File: src/hdl/cdbs_pkg.sv
// Purpose: Constants and carrier types for the processor data bus steering block
// Assumes: 50 MHz system clock, synchronous active-high reset
// Notes: All timing and decode figures live here
`default_nettype none
package cdbs_pkg;
    // Dot clock is 14.31818 MHz; the sync clock runs at a ninth of it
    localparam int DOT_CLOCK_HZ = 14318180;
    localparam int SYS_CLOCK_HZ = 50000000;
    localparam int DOT_DIV = 9;
    // System cycles per sync period, rounded down
    localparam int SYNC_CYCLES = int'((64'(SYS_CLOCK_HZ) * DOT_DIV) / DOT_CLOCK_HZ);
    localparam int PHASE1_END = 1;
    localparam int PHASE2_BEGIN = 2;
    localparam int PHASE2_END = 5;
    localparam logic [5:0] PAGE_ROM0 = 6'h30;
    localparam logic [5:0] PAGE_ROM1 = 6'h31;
    localparam logic [5:0] PAGE_SRAM = 6'h32;
    localparam logic [5:0] PAGE_VRAM = 6'h33;
    localparam logic [5:0] PAGE_ZERO = 6'h00;
    localparam logic [7:0] PORT_SERIAL_DATA = 8'hF9;
    localparam logic [7:0] PORT_SERIAL_STAT = 8'hF8;
    localparam logic [7:0] PORT_CASS_DATA = 8'hFB;
    localparam logic [7:0] PORT_CASS_STAT = 8'hFA;
    localparam logic [7:0] PORT_KEYBOARD = 8'hFC;
    localparam logic [7:0] PORT_PARALLEL = 8'hFD;
    localparam logic [7:0] PORT_SENSE = 8'hFF;
    typedef enum logic [1:0] {
        CDBS_SRC_KBD = 2'b00,
        CDBS_SRC_PAR = 2'b01,
        CDBS_SRC_SHARED = 2'b10,
        CDBS_SRC_INT = 2'b11
    } cdbs_src_t;
    typedef struct packed {
        logic is_mem;
        logic is_io;
        logic rd;
        logic wr;
        logic [15:0] addr;
        logic [7:0] wdata;
        logic [7:0] status;
        logic [5:0] cmd;
    } cdbs_cpu_t;
    typedef struct packed {
        logic rom_sel;
        logic sram_sel;
        logic vram_sel;
        logic serial_sel;
        logic cass_sel;
        logic kbd_sel;
        logic par_sel;
        logic sense_sel;
    } cdbs_sel_t;
endpackage
`default_nettype wire

File: src/hdl/cdbs_steering.sv
// Purpose: Data steering and bus buffering around the processor core
// Assumes: Control inputs from off-chip pass a 3-stage filter on the sync tick
// Notes: Tri-state lines are split into out and enable; the shared data lines also have an in
`default_nettype none
module cdbs_steering (
    input wire logic clk_sys_i,
    input wire logic reset_i,
    input wire cdbs_pkg::cdbs_cpu_t cpu_i,
    input wire logic [7:0] kbd_data_i,
    input wire logic [7:0] par_data_i,
    input wire logic [7:0] internal_bus_i,
    input wire logic [7:0] shared_data_lines_i,
    input wire logic [7:0] sense_switch_i,
    input wire logic [3:0] dma_disable_n_i,
    input wire logic page_zero_jumper_i,
    input wire logic wait_mem_i,
    input wire logic wait_ext_i,
    input wire logic [2:0] ctrl_in_i,
    output logic [7:0] cpu_rdata_o,
    output logic cpu_wait_o,
    output logic [2:0] cpu_ctrl_o,
    output logic [7:0] shared_data_lines_o,
    output logic shared_data_oe_o,
    output logic [15:0] addr_o,
    output logic addr_oe_o,
    output logic [7:0] status_o,
    output logic status_oe_o,
    output logic [5:0] cmd_o,
    output logic cmd_oe_o,
    output logic page_zero_disable_o,
    output logic sense_drive_o,
    output cdbs_pkg::cdbs_sel_t sel_o,
    output logic phase1_o,
    output logic phase2_o,
    output logic sync_clock_o
);
    logic [7:0] sync_cnt;
    logic sync_tick;
    logic [2:0] wm_sh;
    logic [2:0] we_sh;
    logic [2:0] c0_sh;
    logic [2:0] c1_sh;
    logic [2:0] c2_sh;
    logic [2:0] dma_sh [4];
    logic wait_mem_f;
    logic wait_ext_f;
    logic [3:0] dma_off_f;
    logic [2:0] ctrl_f;
    cdbs_pkg::cdbs_sel_t next_sel;
    cdbs_pkg::cdbs_src_t next_src;
    logic bus_owned;
    logic read_strobe;

    // Takes the last stage when the two late stages agree, else keeps the old value
    function automatic logic agreed(input logic [2:0] sh, input logic old);
        agreed = (sh[1] == sh[2]) ? sh[2] : old;
    endfunction

    // Sync clock and two phase clocks from one counter
    always_ff @(posedge clk_sys_i) begin
        if (reset_i || sync_cnt == 8'(cdbs_pkg::SYNC_CYCLES - 1)) begin
            sync_cnt <= 8'h00;
        end else begin
            sync_cnt <= sync_cnt + 8'h01;
        end
    end
    assign sync_tick = (sync_cnt == 8'h00) && !reset_i;

    always_ff @(posedge clk_sys_i) begin
        if (reset_i) begin
            phase1_o <= 1'b0;
            phase2_o <= 1'b0;
            sync_clock_o <= 1'b0;
        end else begin
            // Gap cycles keep the phases from overlapping
            phase1_o <= (sync_cnt < 8'(cdbs_pkg::PHASE1_END));
            phase2_o <= (sync_cnt >= 8'(cdbs_pkg::PHASE2_BEGIN))
                && (sync_cnt < 8'(cdbs_pkg::PHASE2_END));
            sync_clock_o <= sync_tick;
        end
    end

    // Off-chip control inputs are shifted in on every system clock
    always_ff @(posedge clk_sys_i) begin
        if (reset_i) begin
            wm_sh <= 3'h0;
            we_sh <= 3'h0;
            c0_sh <= 3'h0;
            c1_sh <= 3'h0;
            c2_sh <= 3'h0;
            for (int i = 0; i < 4; i++) begin
                dma_sh[i] <= 3'h7;
            end
        end else begin
            wm_sh <= {wm_sh[1:0], wait_mem_i};
            we_sh <= {we_sh[1:0], wait_ext_i};
            c0_sh <= {c0_sh[1:0], ctrl_in_i[0]};
            c1_sh <= {c1_sh[1:0], ctrl_in_i[1]};
            c2_sh <= {c2_sh[1:0], ctrl_in_i[2]};
            for (int i = 0; i < 4; i++) begin
                dma_sh[i] <= {dma_sh[i][1:0], dma_disable_n_i[i]};
            end
        end
    end

    always_ff @(posedge clk_sys_i) begin
        if (reset_i) begin
            wait_mem_f <= 1'b0;
            wait_ext_f <= 1'b0;
            ctrl_f <= 3'h0;
            dma_off_f <= 4'h0;
        end else if (sync_tick) begin
            wait_mem_f <= agreed(wm_sh, wait_mem_f);
            wait_ext_f <= agreed(we_sh, wait_ext_f);
            ctrl_f <= {agreed(c2_sh, ctrl_f[2]), agreed(c1_sh, ctrl_f[1]),
                agreed(c0_sh, ctrl_f[0])};
            for (int i = 0; i < 4; i++) begin
                dma_off_f[i] <= !agreed(dma_sh[i], !dma_off_f[i]);
            end
        end
    end

    // Any DMA disable hands the bus away; the DMA master drives it
    assign bus_owned = (dma_off_f == 4'h0);
    assign read_strobe = cpu_i.rd;

    // Page and port decode
    always_comb begin
        next_sel = '0;
        next_src = cdbs_pkg::CDBS_SRC_SHARED; // Default lets external parts answer
        if (cpu_i.is_mem) begin
            next_sel.rom_sel = (cpu_i.addr[15:10] == cdbs_pkg::PAGE_ROM0)
                || (cpu_i.addr[15:10] == cdbs_pkg::PAGE_ROM1);
            next_sel.sram_sel = (cpu_i.addr[15:10] == cdbs_pkg::PAGE_SRAM);
            next_sel.vram_sel = (cpu_i.addr[15:10] == cdbs_pkg::PAGE_VRAM);
            // ROM and system RAM answer on internal bus; display RAM does not
            if (cpu_i.rd && (next_sel.rom_sel || next_sel.sram_sel)) begin
                next_src = cdbs_pkg::CDBS_SRC_INT;
            end
        end else if (cpu_i.is_io) begin
            case (cpu_i.addr[15:8])
                cdbs_pkg::PORT_SERIAL_DATA, cdbs_pkg::PORT_SERIAL_STAT: begin
                    next_sel.serial_sel = 1'b1;
                    next_src = cdbs_pkg::CDBS_SRC_INT; // UARTs drive it directly
                end
                cdbs_pkg::PORT_CASS_DATA, cdbs_pkg::PORT_CASS_STAT: begin
                    next_sel.cass_sel = 1'b1;
                    next_src = cdbs_pkg::CDBS_SRC_INT;
                end
                cdbs_pkg::PORT_KEYBOARD: begin
                    next_sel.kbd_sel = 1'b1;
                    next_src = cdbs_pkg::CDBS_SRC_KBD;
                end
                cdbs_pkg::PORT_PARALLEL: begin
                    next_sel.par_sel = 1'b1;
                    next_src = cdbs_pkg::CDBS_SRC_PAR;
                end
                cdbs_pkg::PORT_SENSE: begin
                    next_sel.sense_sel = 1'b1;
                    next_src = cdbs_pkg::CDBS_SRC_SHARED; // Switches sit on shared bus
                end
                default: begin
                    next_src = cdbs_pkg::CDBS_SRC_SHARED;
                end
            endcase
        end
    end

    // Four-way input selector, registered
    always_ff @(posedge clk_sys_i) begin
        if (reset_i) begin
            cpu_rdata_o <= 8'h00;
        end else begin
            case (next_src)
                cdbs_pkg::CDBS_SRC_KBD: cpu_rdata_o <= kbd_data_i;
                cdbs_pkg::CDBS_SRC_PAR: cpu_rdata_o <= par_data_i;
                cdbs_pkg::CDBS_SRC_INT: cpu_rdata_o <= internal_bus_i;
                cdbs_pkg::CDBS_SRC_SHARED: cpu_rdata_o <= next_sel.sense_sel
                    ? sense_switch_i : shared_data_lines_i;
                default: cpu_rdata_o <= shared_data_lines_i;
            endcase
        end
    end

    // Selects and sense switch drive
    always_ff @(posedge clk_sys_i) begin
        if (reset_i) begin
            sel_o <= '0;
            sense_drive_o <= 1'b0;
        end else begin
            sel_o <= next_sel;
            sense_drive_o <= next_sel.sense_sel && cpu_i.rd;
        end
    end

    // Processor-side tri-state drivers
    always_ff @(posedge clk_sys_i) begin
        if (reset_i) begin
            shared_data_lines_o <= 8'h00;
            shared_data_oe_o <= 1'b0;
            addr_o <= 16'h0000;
            addr_oe_o <= 1'b0;
            status_o <= 8'h00;
            status_oe_o <= 1'b0;
            cmd_o <= 6'h00;
            cmd_oe_o <= 1'b0;
        end else begin
            shared_data_lines_o <= cpu_i.wdata;
            // All writes while the bus is owned, on-board RAM included, go out here
            shared_data_oe_o <= bus_owned && cpu_i.wr && !cpu_i.rd;
            addr_o <= cpu_i.addr;
            addr_oe_o <= bus_owned;
            status_o <= cpu_i.status;
            status_oe_o <= bus_owned;
            cmd_o <= cpu_i.cmd;
            cmd_oe_o <= bus_owned;
        end
    end

    // Page-zero disable follows the read strobe when jumpered
    always_ff @(posedge clk_sys_i) begin
        if (reset_i) begin
            page_zero_disable_o <= 1'b0;
        end else begin
            page_zero_disable_o <= page_zero_jumper_i && read_strobe
                && cpu_i.is_mem && (cpu_i.addr[15:10] == cdbs_pkg::PAGE_ZERO);
        end
    end

    // Either wait request stretches the cycle control inputs forwarded
    always_ff @(posedge clk_sys_i) begin
        if (reset_i) begin
            cpu_wait_o <= 1'b0;
            cpu_ctrl_o <= 3'h0;
        end else begin
            cpu_wait_o <= wait_mem_f || wait_ext_f;
            cpu_ctrl_o <= ctrl_f;
        end
    end

    a_wait_follows: assert property (@(posedge clk_sys_i) disable iff (reset_i)
        (wait_mem_f || wait_ext_f) |=> cpu_wait_o)
        else $error("wait request not passed to processor");
    a_dma_release: assert property (@(posedge clk_sys_i) disable iff (reset_i)
        (dma_off_f != 4'h0) |=> !addr_oe_o && !shared_data_oe_o && !cmd_oe_o)
        else $error("drivers on while bus is lent");
    a_int_source: assert property (@(posedge clk_sys_i) disable iff (reset_i)
        (cpu_i.is_mem && cpu_i.rd && cpu_i.addr[15:10] == cdbs_pkg::PAGE_SRAM)
        |=> cpu_rdata_o == $past(internal_bus_i))
        else $error("system RAM read not from internal bus");
    a_vram_shared: assert property (@(posedge clk_sys_i) disable iff (reset_i)
        (cpu_i.is_mem && cpu_i.addr[15:10] == cdbs_pkg::PAGE_VRAM)
        |=> cpu_rdata_o == $past(shared_data_lines_i) && sel_o.vram_sel)
        else $error("display RAM read path wrong");
    a_kbd_source: assert property (@(posedge clk_sys_i) disable iff (reset_i)
        (cpu_i.is_io && cpu_i.addr[15:8] == cdbs_pkg::PORT_KEYBOARD)
        |=> cpu_rdata_o == $past(kbd_data_i))
        else $error("keyboard port not selected");
    a_sense_path: assert property (@(posedge clk_sys_i) disable iff (reset_i)
        (cpu_i.is_io && cpu_i.rd && cpu_i.addr[15:8] == cdbs_pkg::PORT_SENSE)
        |=> sense_drive_o && cpu_rdata_o == $past(sense_switch_i))
        else $error("sense switches not read over shared bus");
    a_page_zero: assert property (@(posedge clk_sys_i) disable iff (reset_i)
        page_zero_disable_o |-> $past(page_zero_jumper_i) && $past(cpu_i.addr[15:10]) == 6'h00)
        else $error("page-zero disable without cause");
    a_write_drive: assert property (@(posedge clk_sys_i) disable iff (reset_i)
        (bus_owned && cpu_i.wr && !cpu_i.rd) |=> shared_data_oe_o
        && shared_data_lines_o == $past(cpu_i.wdata))
        else $error("write data not on shared bus");
    a_phase_apart: assert property (@(posedge clk_sys_i) disable iff (reset_i)
        !(phase1_o && phase2_o))
        else $error("phase clocks overlap");
    a_rom_internal: assert property (@(posedge clk_sys_i) disable iff (reset_i)
        (cpu_i.is_mem && cpu_i.rd && (cpu_i.addr[15:10] == cdbs_pkg::PAGE_ROM0
        || cpu_i.addr[15:10] == cdbs_pkg::PAGE_ROM1))
        |=> cpu_rdata_o == $past(internal_bus_i) && sel_o.rom_sel)
        else $error("ROM read not from internal bus");
    a_uart_internal: assert property (@(posedge clk_sys_i) disable iff (reset_i)
        (cpu_i.is_io && (cpu_i.addr[15:8] == cdbs_pkg::PORT_SERIAL_DATA
        || cpu_i.addr[15:8] == cdbs_pkg::PORT_CASS_DATA))
        |=> cpu_rdata_o == $past(internal_bus_i) && (sel_o.serial_sel || sel_o.cass_sel))
        else $error("UART read not from internal bus");
    a_par_source: assert property (@(posedge clk_sys_i) disable iff (reset_i)
        (cpu_i.is_io && cpu_i.addr[15:8] == cdbs_pkg::PORT_PARALLEL)
        |=> cpu_rdata_o == $past(par_data_i) && sel_o.par_sel)
        else $error("parallel port not selected");
    a_mem_default: assert property (@(posedge clk_sys_i) disable iff (reset_i)
        (cpu_i.is_mem && cpu_i.addr[15:12] != 4'hC)
        |=> cpu_rdata_o == $past(shared_data_lines_i) && sel_o == '0)
        else $error("unclaimed memory read not from shared bus");
    a_io_default: assert property (@(posedge clk_sys_i) disable iff (reset_i)
        (cpu_i.is_io && cpu_i.addr[15:11] != 5'h1F)
        |=> cpu_rdata_o == $past(shared_data_lines_i) && sel_o == '0)
        else $error("unclaimed port read not from shared bus");
    a_status_drive: assert property (@(posedge clk_sys_i) disable iff (reset_i)
        bus_owned |=> status_oe_o && cmd_oe_o && status_o == $past(cpu_i.status)
        && cmd_o == $past(cpu_i.cmd))
        else $error("status or command lines not driven");
    a_addr_drive: assert property (@(posedge clk_sys_i) disable iff (reset_i)
        bus_owned |=> addr_oe_o && addr_o == $past(cpu_i.addr))
        else $error("address lines not driven");
    a_read_no_drive: assert property (@(posedge clk_sys_i) disable iff (reset_i)
        cpu_i.rd |=> !shared_data_oe_o)
        else $error("shared bus driven during a read");
    a_pz_fires: assert property (@(posedge clk_sys_i) disable iff (reset_i)
        (page_zero_jumper_i && cpu_i.rd && cpu_i.is_mem
        && cpu_i.addr[15:10] == cdbs_pkg::PAGE_ZERO) |=> page_zero_disable_o)
        else $error("page-zero disable missing");
    a_wait_release: assert property (@(posedge clk_sys_i) disable iff (reset_i)
        !(wait_mem_f || wait_ext_f) |=> !cpu_wait_o)
        else $error("wait held with no request");
    a_sel_onehot: assert property (@(posedge clk_sys_i) disable iff (reset_i)
        $onehot0(sel_o))
        else $error("more than one select active");
    a_ram_write: assert property (@(posedge clk_sys_i) disable iff (reset_i)
        (bus_owned && cpu_i.is_mem && cpu_i.wr && !cpu_i.rd
        && (cpu_i.addr[15:10] == cdbs_pkg::PAGE_SRAM
        || cpu_i.addr[15:10] == cdbs_pkg::PAGE_VRAM)) |=> shared_data_oe_o)
        else $error("RAM write not on shared bus");
endmodule
`default_nettype wire

File: config.mk
export PLATFORM = sky130hd
export DESIGN_NAME = cdbs_steering
export DESIGN_NICKNAME = d
export VERILOG_FILES = /design/src/hdl/cdbs_pkg.sv /design/src/hdl/cdbs_steering.sv
export SDC_FILE = /design/constraint.sdc
export NUM_CORES = 1
export LEC_CHECK = 0
export BUFFER_PORTS_ARGS = -buffer_cell sky130_fd_sc_hd__clkbuf_2
export CORE_ASPECT_RATIO = 1.1
export CORE_MARGIN = 2
export CORE_UTILIZATION = 46
export CTS_CLUSTER_SIZE = 8
export DETAILED_ROUTE_END_ITERATION = 10
export PLACE_DENSITY = 0.78
export SYNTH_ARGS = -nofsm -noshare
export SYNTH_HDL_FRONTEND = slang
export SYNTH_SLANG_ARGS = --single-unit
File: constraint.sdc
create_clock -name clk_sys_i -period 1.4 [get_ports clk_sys_i]
set_input_delay 0.14 -clock clk_sys_i [delete_from_list [all_inputs] [get_ports clk_sys_i]]
set_output_delay 0.14 -clock clk_sys_i [all_outputs]
set_load 0.03 [all_outputs]
Word level (Yosys, flattened, before mapping)
Memories as Yosys holds them, arrays and structs flattened.
Cells that the tools add are included.
{ "classes": {"add_sub_neg": 1, "order_cmp": 3, "eq_ne": 24, "mux": 24, "bitwise_logic": 6, "reduce_logical": 37} }
{ "op_table": {"columns": ["op", "count"], "rows": [
  ["8-bit equality test (second input constant)", 7],
  ["8-bit case mux with 4 select lines", 1],
  ["6-bit equality test (second input constant)", 4],
  ["1-bit 2-to-1 mux", 15],
  ["3-bit 2-to-1 mux", 4],
  ["1-bit logical NOT", 10],
  ["2-bit AND reduction", 5],
  ["1-bit equality test", 9],
  ["1-bit logical AND", 9],
  ["8-bit by 1-bit adder with 8-bit output (second input constant)", 1],
  ["8-bit by 5-bit equality test with 1-bit output (second input constant)", 1],
  ["8-bit by 2-bit greater-or-equal comparator with 1-bit output (second input constant)", 1],
  ["8-bit logical NOT", 1],
  ["8-bit by 1-bit less-than comparator with 1-bit output (second input constant)", 1],
  ["8-bit by 3-bit less-than comparator with 1-bit output (second input constant)", 1],
  ["8-bit 2-to-1 mux", 1],
  ["6-bit logical NOT", 1],
  ["2-bit case mux with 3 select lines", 1],
  ["2-bit OR reduction", 3],
  ["2-bit equality test (second input constant)", 2],
  ["4-bit logical NOT", 1],
  ["1-bit logical OR", 4],
  ["2-bit 2-to-1 mux", 2],
  ["1-bit OR", 4],
  ["5 further kinds", 6]
]} }
{ "totals": {"ff_bits": 97, "ramBits": 12, "in_bits": 94, "output_inout_bits": 67, "word_cells": 130, "mem_count": 1} }
{ "mem_list": {"columns": ["name", "words", "word_bits", "rd", "rd_ports_with_merged_regs", "wr", "line_no", "text"], "rows": [
  ["dma_sh", 4, 3, 4, 0, 4, "cdbs_steering.sv:44", "logic [2:0] dma_sh [4];"]
]} }

Longest topological paths before layout
{ "depth": {"ltp_word": 8, "depth_mapped": 6, "depth_no_buf": 6} }

Worst setup path before layout
OpenSTA, ideal clock, no wires.
{ "synth_timing": {"kind": "input-to-reg", "startpoint": "input cpu_i[41] (netlist bit)", "endpoint": "register cpu_rdata_o[7]", "setup_ns": 0.128, "arrival_time_ns": 1.199, "required_time_ns": 1.272, "slack_ns": 0.073, "path_stages": 5, "n_path_buf": 1, "path_cell_list": "nand4b_2 -> a2111oi_2 -> or3_1 -> buf_4 -> o22ai_2"} }
{ "synth_via": {"elab_chain_len": 3, "elab_cells_between_ends": 8, "classes_between": "eq/ne (3); mux (4); reduce/logical (1)"} }
{ "synth_lines": {"columns": ["element", "line_no", "text"], "rows": [
  ["start, declared", "cdbs_steering.sv:8", "input wire cdbs_pkg::cdbs_cpu_t cpu_i,"],
  ["2-bit 2-to-1 mux or 1-bit 2-to-1 mux (tied branches)", "cdbs_steering.sv:131", "if (cpu_i.is_mem) begin"],
  ["2-bit equality test, or another cell as far along", "cdbs_steering.sv:174", "case (next_src)"],
  ["8-bit case mux with 4 select lines (*)", "cdbs_steering.sv:174", null],
  ["end signal, assigned", "cdbs_steering.sv:175", "cdbs_pkg::CDBS_SRC_KBD: cpu_rdata_o <= kbd_data_i;"],
  ["end signal, assigned", "cdbs_steering.sv:176", "cdbs_pkg::CDBS_SRC_PAR: cpu_rdata_o <= par_data_i;"],
  ["end signal, assigned", "cdbs_steering.sv:177", "cdbs_pkg::CDBS_SRC_INT: cpu_rdata_o <= internal_bus_i;"],
  ["end, declared", "cdbs_steering.sv:19", "output logic [7:0] cpu_rdata_o,"]
]} }
Mark *: on every way between the ends. The rest lies on a longest branch, timed or not.
A chain may end at the register's enable or synchronous reset.

Worst setup path after layout
{ "layout_timing": {"startpoint": "register sync_cnt[0]", "endpoint": "register ctrl_f[0]"} }
{ "layout_via": {"elab_chain_len": 3} }
{ "layout_lines": {"columns": ["element", "line_no", "text"], "rows": [
  ["start, declared", "cdbs_steering.sv:37", "logic [7:0] sync_cnt;"],
  ["start signal, assigned", "cdbs_steering.sv:64", "sync_cnt <= sync_cnt + 8'h01;"],
  ["8-bit logical NOT", "cdbs_steering.sv:67", "assign sync_tick = (sync_cnt == 8'h00) && !reset_i;"],
  ["1-bit logical AND", "cdbs_steering.sv:67", null],
  ["2-bit AND reduction (no line)", null, null],
  ["end signal, assigned", "cdbs_steering.sv:115", "ctrl_f <= {agreed(c2_sh, ctrl_f[2]), agreed(c1_sh, ctrl_f[1]),"],
  ["end, declared", "cdbs_steering.sv:48", "logic [2:0] ctrl_f;"]
]} }
No other way between the ends.

==> out/metrics.yaml <==
run_status: "complete, no violations"
layout_commonest_cell: "clkbuf_2"
critPathMaxStageDelay_ns: 0.35
worst_pin_slew_ns: 0.4184
start_util: 0.4672
fin_tns_setup_ns: 0
drc: 0
reg2reg_slack_ns: 0.09
ys_seq_elements: 109
dieHeight_um: 97.52
grtUsageTotal: 0.1942
cts-root-buf: "clkbuf_8"
final_cell_mix: "clkbuf_2 (159), dfxtp_1 (107), nor2b_1 (54)"
row_count: 34
fp.dieW_um: 89.02
multi_input_area_um2: 1376
hold_start: "cpu_i[7]"
pwr_density_cell_nw_per_um2: 1117
fin_ws_ns: 0.08918
report.final.slew_viol_count: 0
p_leak_nw: 2.447
numCtsBuffers: 9
port_buffers: 160
worstPathCellList: "inv_2, ha_2, nand4b_1, buf_6, buf_6, nand2_1, a31oi_1"
via_count: 3153
drt_pre_antenna_iters: 4
syn_avg_cell_area_um2: 10.73
gp_congestion: 0.7662
avgViaCountPerCell: 4.692
grt_overflow: 0
cts_tree: "done"
hold_end: "status_o[1]"
synthCells: 341
crit_buf_inv: 3
clockBufferDepth: 2
vdd_drop_max_mv: 0.7255
drive_above_1_share: 0.4273
hpwl_um: 5883
drt_iter0_markers: 89
clock_skew_ns: 0.009443
ys_seq_area_frac: 0.5966
regArea_um2: 2185
syn-cell-area_um2: 3657
placed_cells: 617
die-area_um2: 8681
cp.required_ns: 1.68
seq_power_share: 0.543
max_freq_mhz: 762.9
startpoint_type: "register"
pwr-share-comb: 0.136
cpMaxStageDelayCell: "dfxtp_2"
grt_first_pass_wirelength_um: 13300
yosysUniqueCellTypes: 42
p_int_w: 0.004455
critical_path.most_common_cell: "buf_6"
clockPowerShare: 0.322
critical-path-top-delay-family: "buffers and inverters"
instances_no_fill: 672
pre_cts_ws_ns: -0.1728
wire_per_inst_um: 12.52
async_reset_ff_frac: 0
antenna_found_initial: 0
setup_viol: 0
routed_wl_um: 8412
p_sw_w: 0.001556
max_slew_margin: 0.7202
grt_pass1_vias: 3100
fillers: 651
reg2regPathDepth: 7
synthFlopType: "dfxtp_1"
area_growth_pct: 47.14
cts_setup_buffers: 0
period_needed_ns: 1.311
syn_nets: 438
clk_pin_slew_ns: 0.10
clkSinkCount: 109
worstPathMaxFanout: 8
fin_nets: 656
timing.final.crit_share: 0.9363
grt_max_degree: 57
end_kind: "register"
ys_warn_count: 0
critical_path_class: "reg -> reg"
ctsHtreeMaxLevel: 3
hold_path_class: "in -> reg"
drtAntennaViolNets: 0
synth-edff-count: 0
clock_latency_ns: 0.36
r2r-end: "ctrl_f[0]"
r2r_start: "sync_cnt[0]"
core_um2: 7828
netSwitchingFraction: 0.2589
n_antenna_cell: 0
drv_cap: 0
cp_data_arrival_time_ns: 1.59
hold_slack_ns: 0.02282
rsz0062_at_grt: "yes"
worstHoldPathCells: 2
ios: 161
final-hold-violation-count: 0
stage by stage:
step / utilization / power [W] / area [um2]
3_5_place_dp: 0.6045 / 0.004047 / 4732
5_1_grt: 0.6875 / 0.006288 / 5381
4_1_cts: 0.6785 / 0.006051 / 5311
6_report: 0.6875 / 0.006011 / 5381
3_3_place_gp: 0.6045 / 0.004028 / 4732
2_1_floorplan: - / 0.003734 / 3657
worst max-delay path by stage:
stage                      from        endpoint  slack (ns)  depth (start not counted)
global route        sync_cnt[5]      wait_ext_f       -0.02                          6
finish              sync_cnt[0]       ctrl_f[0]        0.09                          7
CTS                 sync_cnt[7]       ctrl_f[0]        0.02                          6
floorplan             cpu_i[41]  cpu_rdata_o[7]        0.07                          5
detailed placement    cpu_i[34]  cpu_rdata_o[7]       -0.17                          5
global placement      cpu_i[34]  cpu_rdata_o[7]       -0.11                          5
power by group through the flow:
stage                     combinational, W  sequential, W  clock [W]
after floorplan                   0.000231        0.00350          0
after global placement            0.000699        0.00333          0
after detailed placement          0.000714        0.00333          0
after CTS                         0.000796        0.00326    0.00199
after global routing              0.000882        0.00327    0.00213
final                             0.000816        0.00326    0.00193
cells by family (layout without fill, tap and decap cells):
family | after synthesis | after routing | share of synthesized area
adders and majority gates | 3 | 3 | 0.01026
AOI/OAI and AO/OA | 56 | 56 | 0.1047
DFF | 109 | 109 | 0.5966
and+or+nand+nor | 130 | 130 | 0.2213
buffers and inverters | 31 | 254 | 0.03558
muxes | 8 | 8 | 0.02190
xor gates and xnor gates | 4 | 4 | 0.009581
final cells by class:
| type | instances | area share |
|---|---|---|
| tap | 108 | 0.02511 |
| clock buffer | 9 | 0.02302 |
| timing repair buffer | 224 | 0.2618 |
| multi-input combinational | 201 | 0.2558 |
| clock inverter | 7 | 0.01535 |
| sequential | 109 | 0.4060 |
| inverter | 13 | 0.01139 |
| timing repair inverter | 1 | 0.001628 |
state kept, by name (all words and copies together) (netlist names), 3 cells and up, named ones only:
register             cells
c2_sh                    3
sync_cnt                 8
wm_sh                    3
shared_data_lines_o      8
c0_sh                    3
dma_sh                  12
c1_sh                    3
status_o                 8
addr_o                  16
cpu_rdata_o              8
ctrl_f                   3
cpu_ctrl_o               3
we_sh                    3
cmd_o                    6
sel_o                    8
worst register-to-register path, stage by stage, from the launching register on:
cell and delay (ns):
dfxtp_2 0.35, inv_2 0.04, ha_2 0.17, nand4b_1 0.13, buf_6 0.19, buf_6 0.14
nand2_1 0.05, a31oi_1 0.16
cell usage after synthesis, drive strengths merged (2+ instances only):
cell type  instances  area share
nand4b             2      0.0065
or2               17       0.029
o21ai             13       0.018
nand4              2      0.0075
nand2              8      0.0082
nor3               6       0.011
or3                4      0.0068
nor4b              2      0.0048
o22a               8       0.019
clkbuf            13       0.013
nand3              9       0.012
nor2              13       0.013
o22ai             20       0.036
a21oi              7      0.0096
nor2b             54       0.092
nor4               4      0.0068
dfxtp            109        0.60
ha                 3       0.010
xor2               3      0.0072
buf                5      0.0089
and2               2      0.0034
mux2i              8       0.022
inv               13       0.013
a31oi              4      0.0068
routing by layer:
layer | wire length (um) | vias up | global-route usage
li1 | - | 1590 | -
met1 | 3251 | 1441 | 0.2094
met2 | 4449 | 104 | 0.3502
met3 | 520 | 18 | 0.03908
met4 | 191 | 0 | 0.09414
met5 | 0 | - | 0
what timing repair did:
| action | in CTS | in global routing |
|---|---|---|
| endpoints found under the hold margin | 36 | 2 |
| cloned | 0 | 1 |
| resized for setup | 3 | 16 |
| pin swaps | 1 | 7 |
| endpoints found under the setup margin | 9 | 9 |
| hold buffers | 36 | 2 |
No activity file was read; power rests on OpenSTA's default activity.
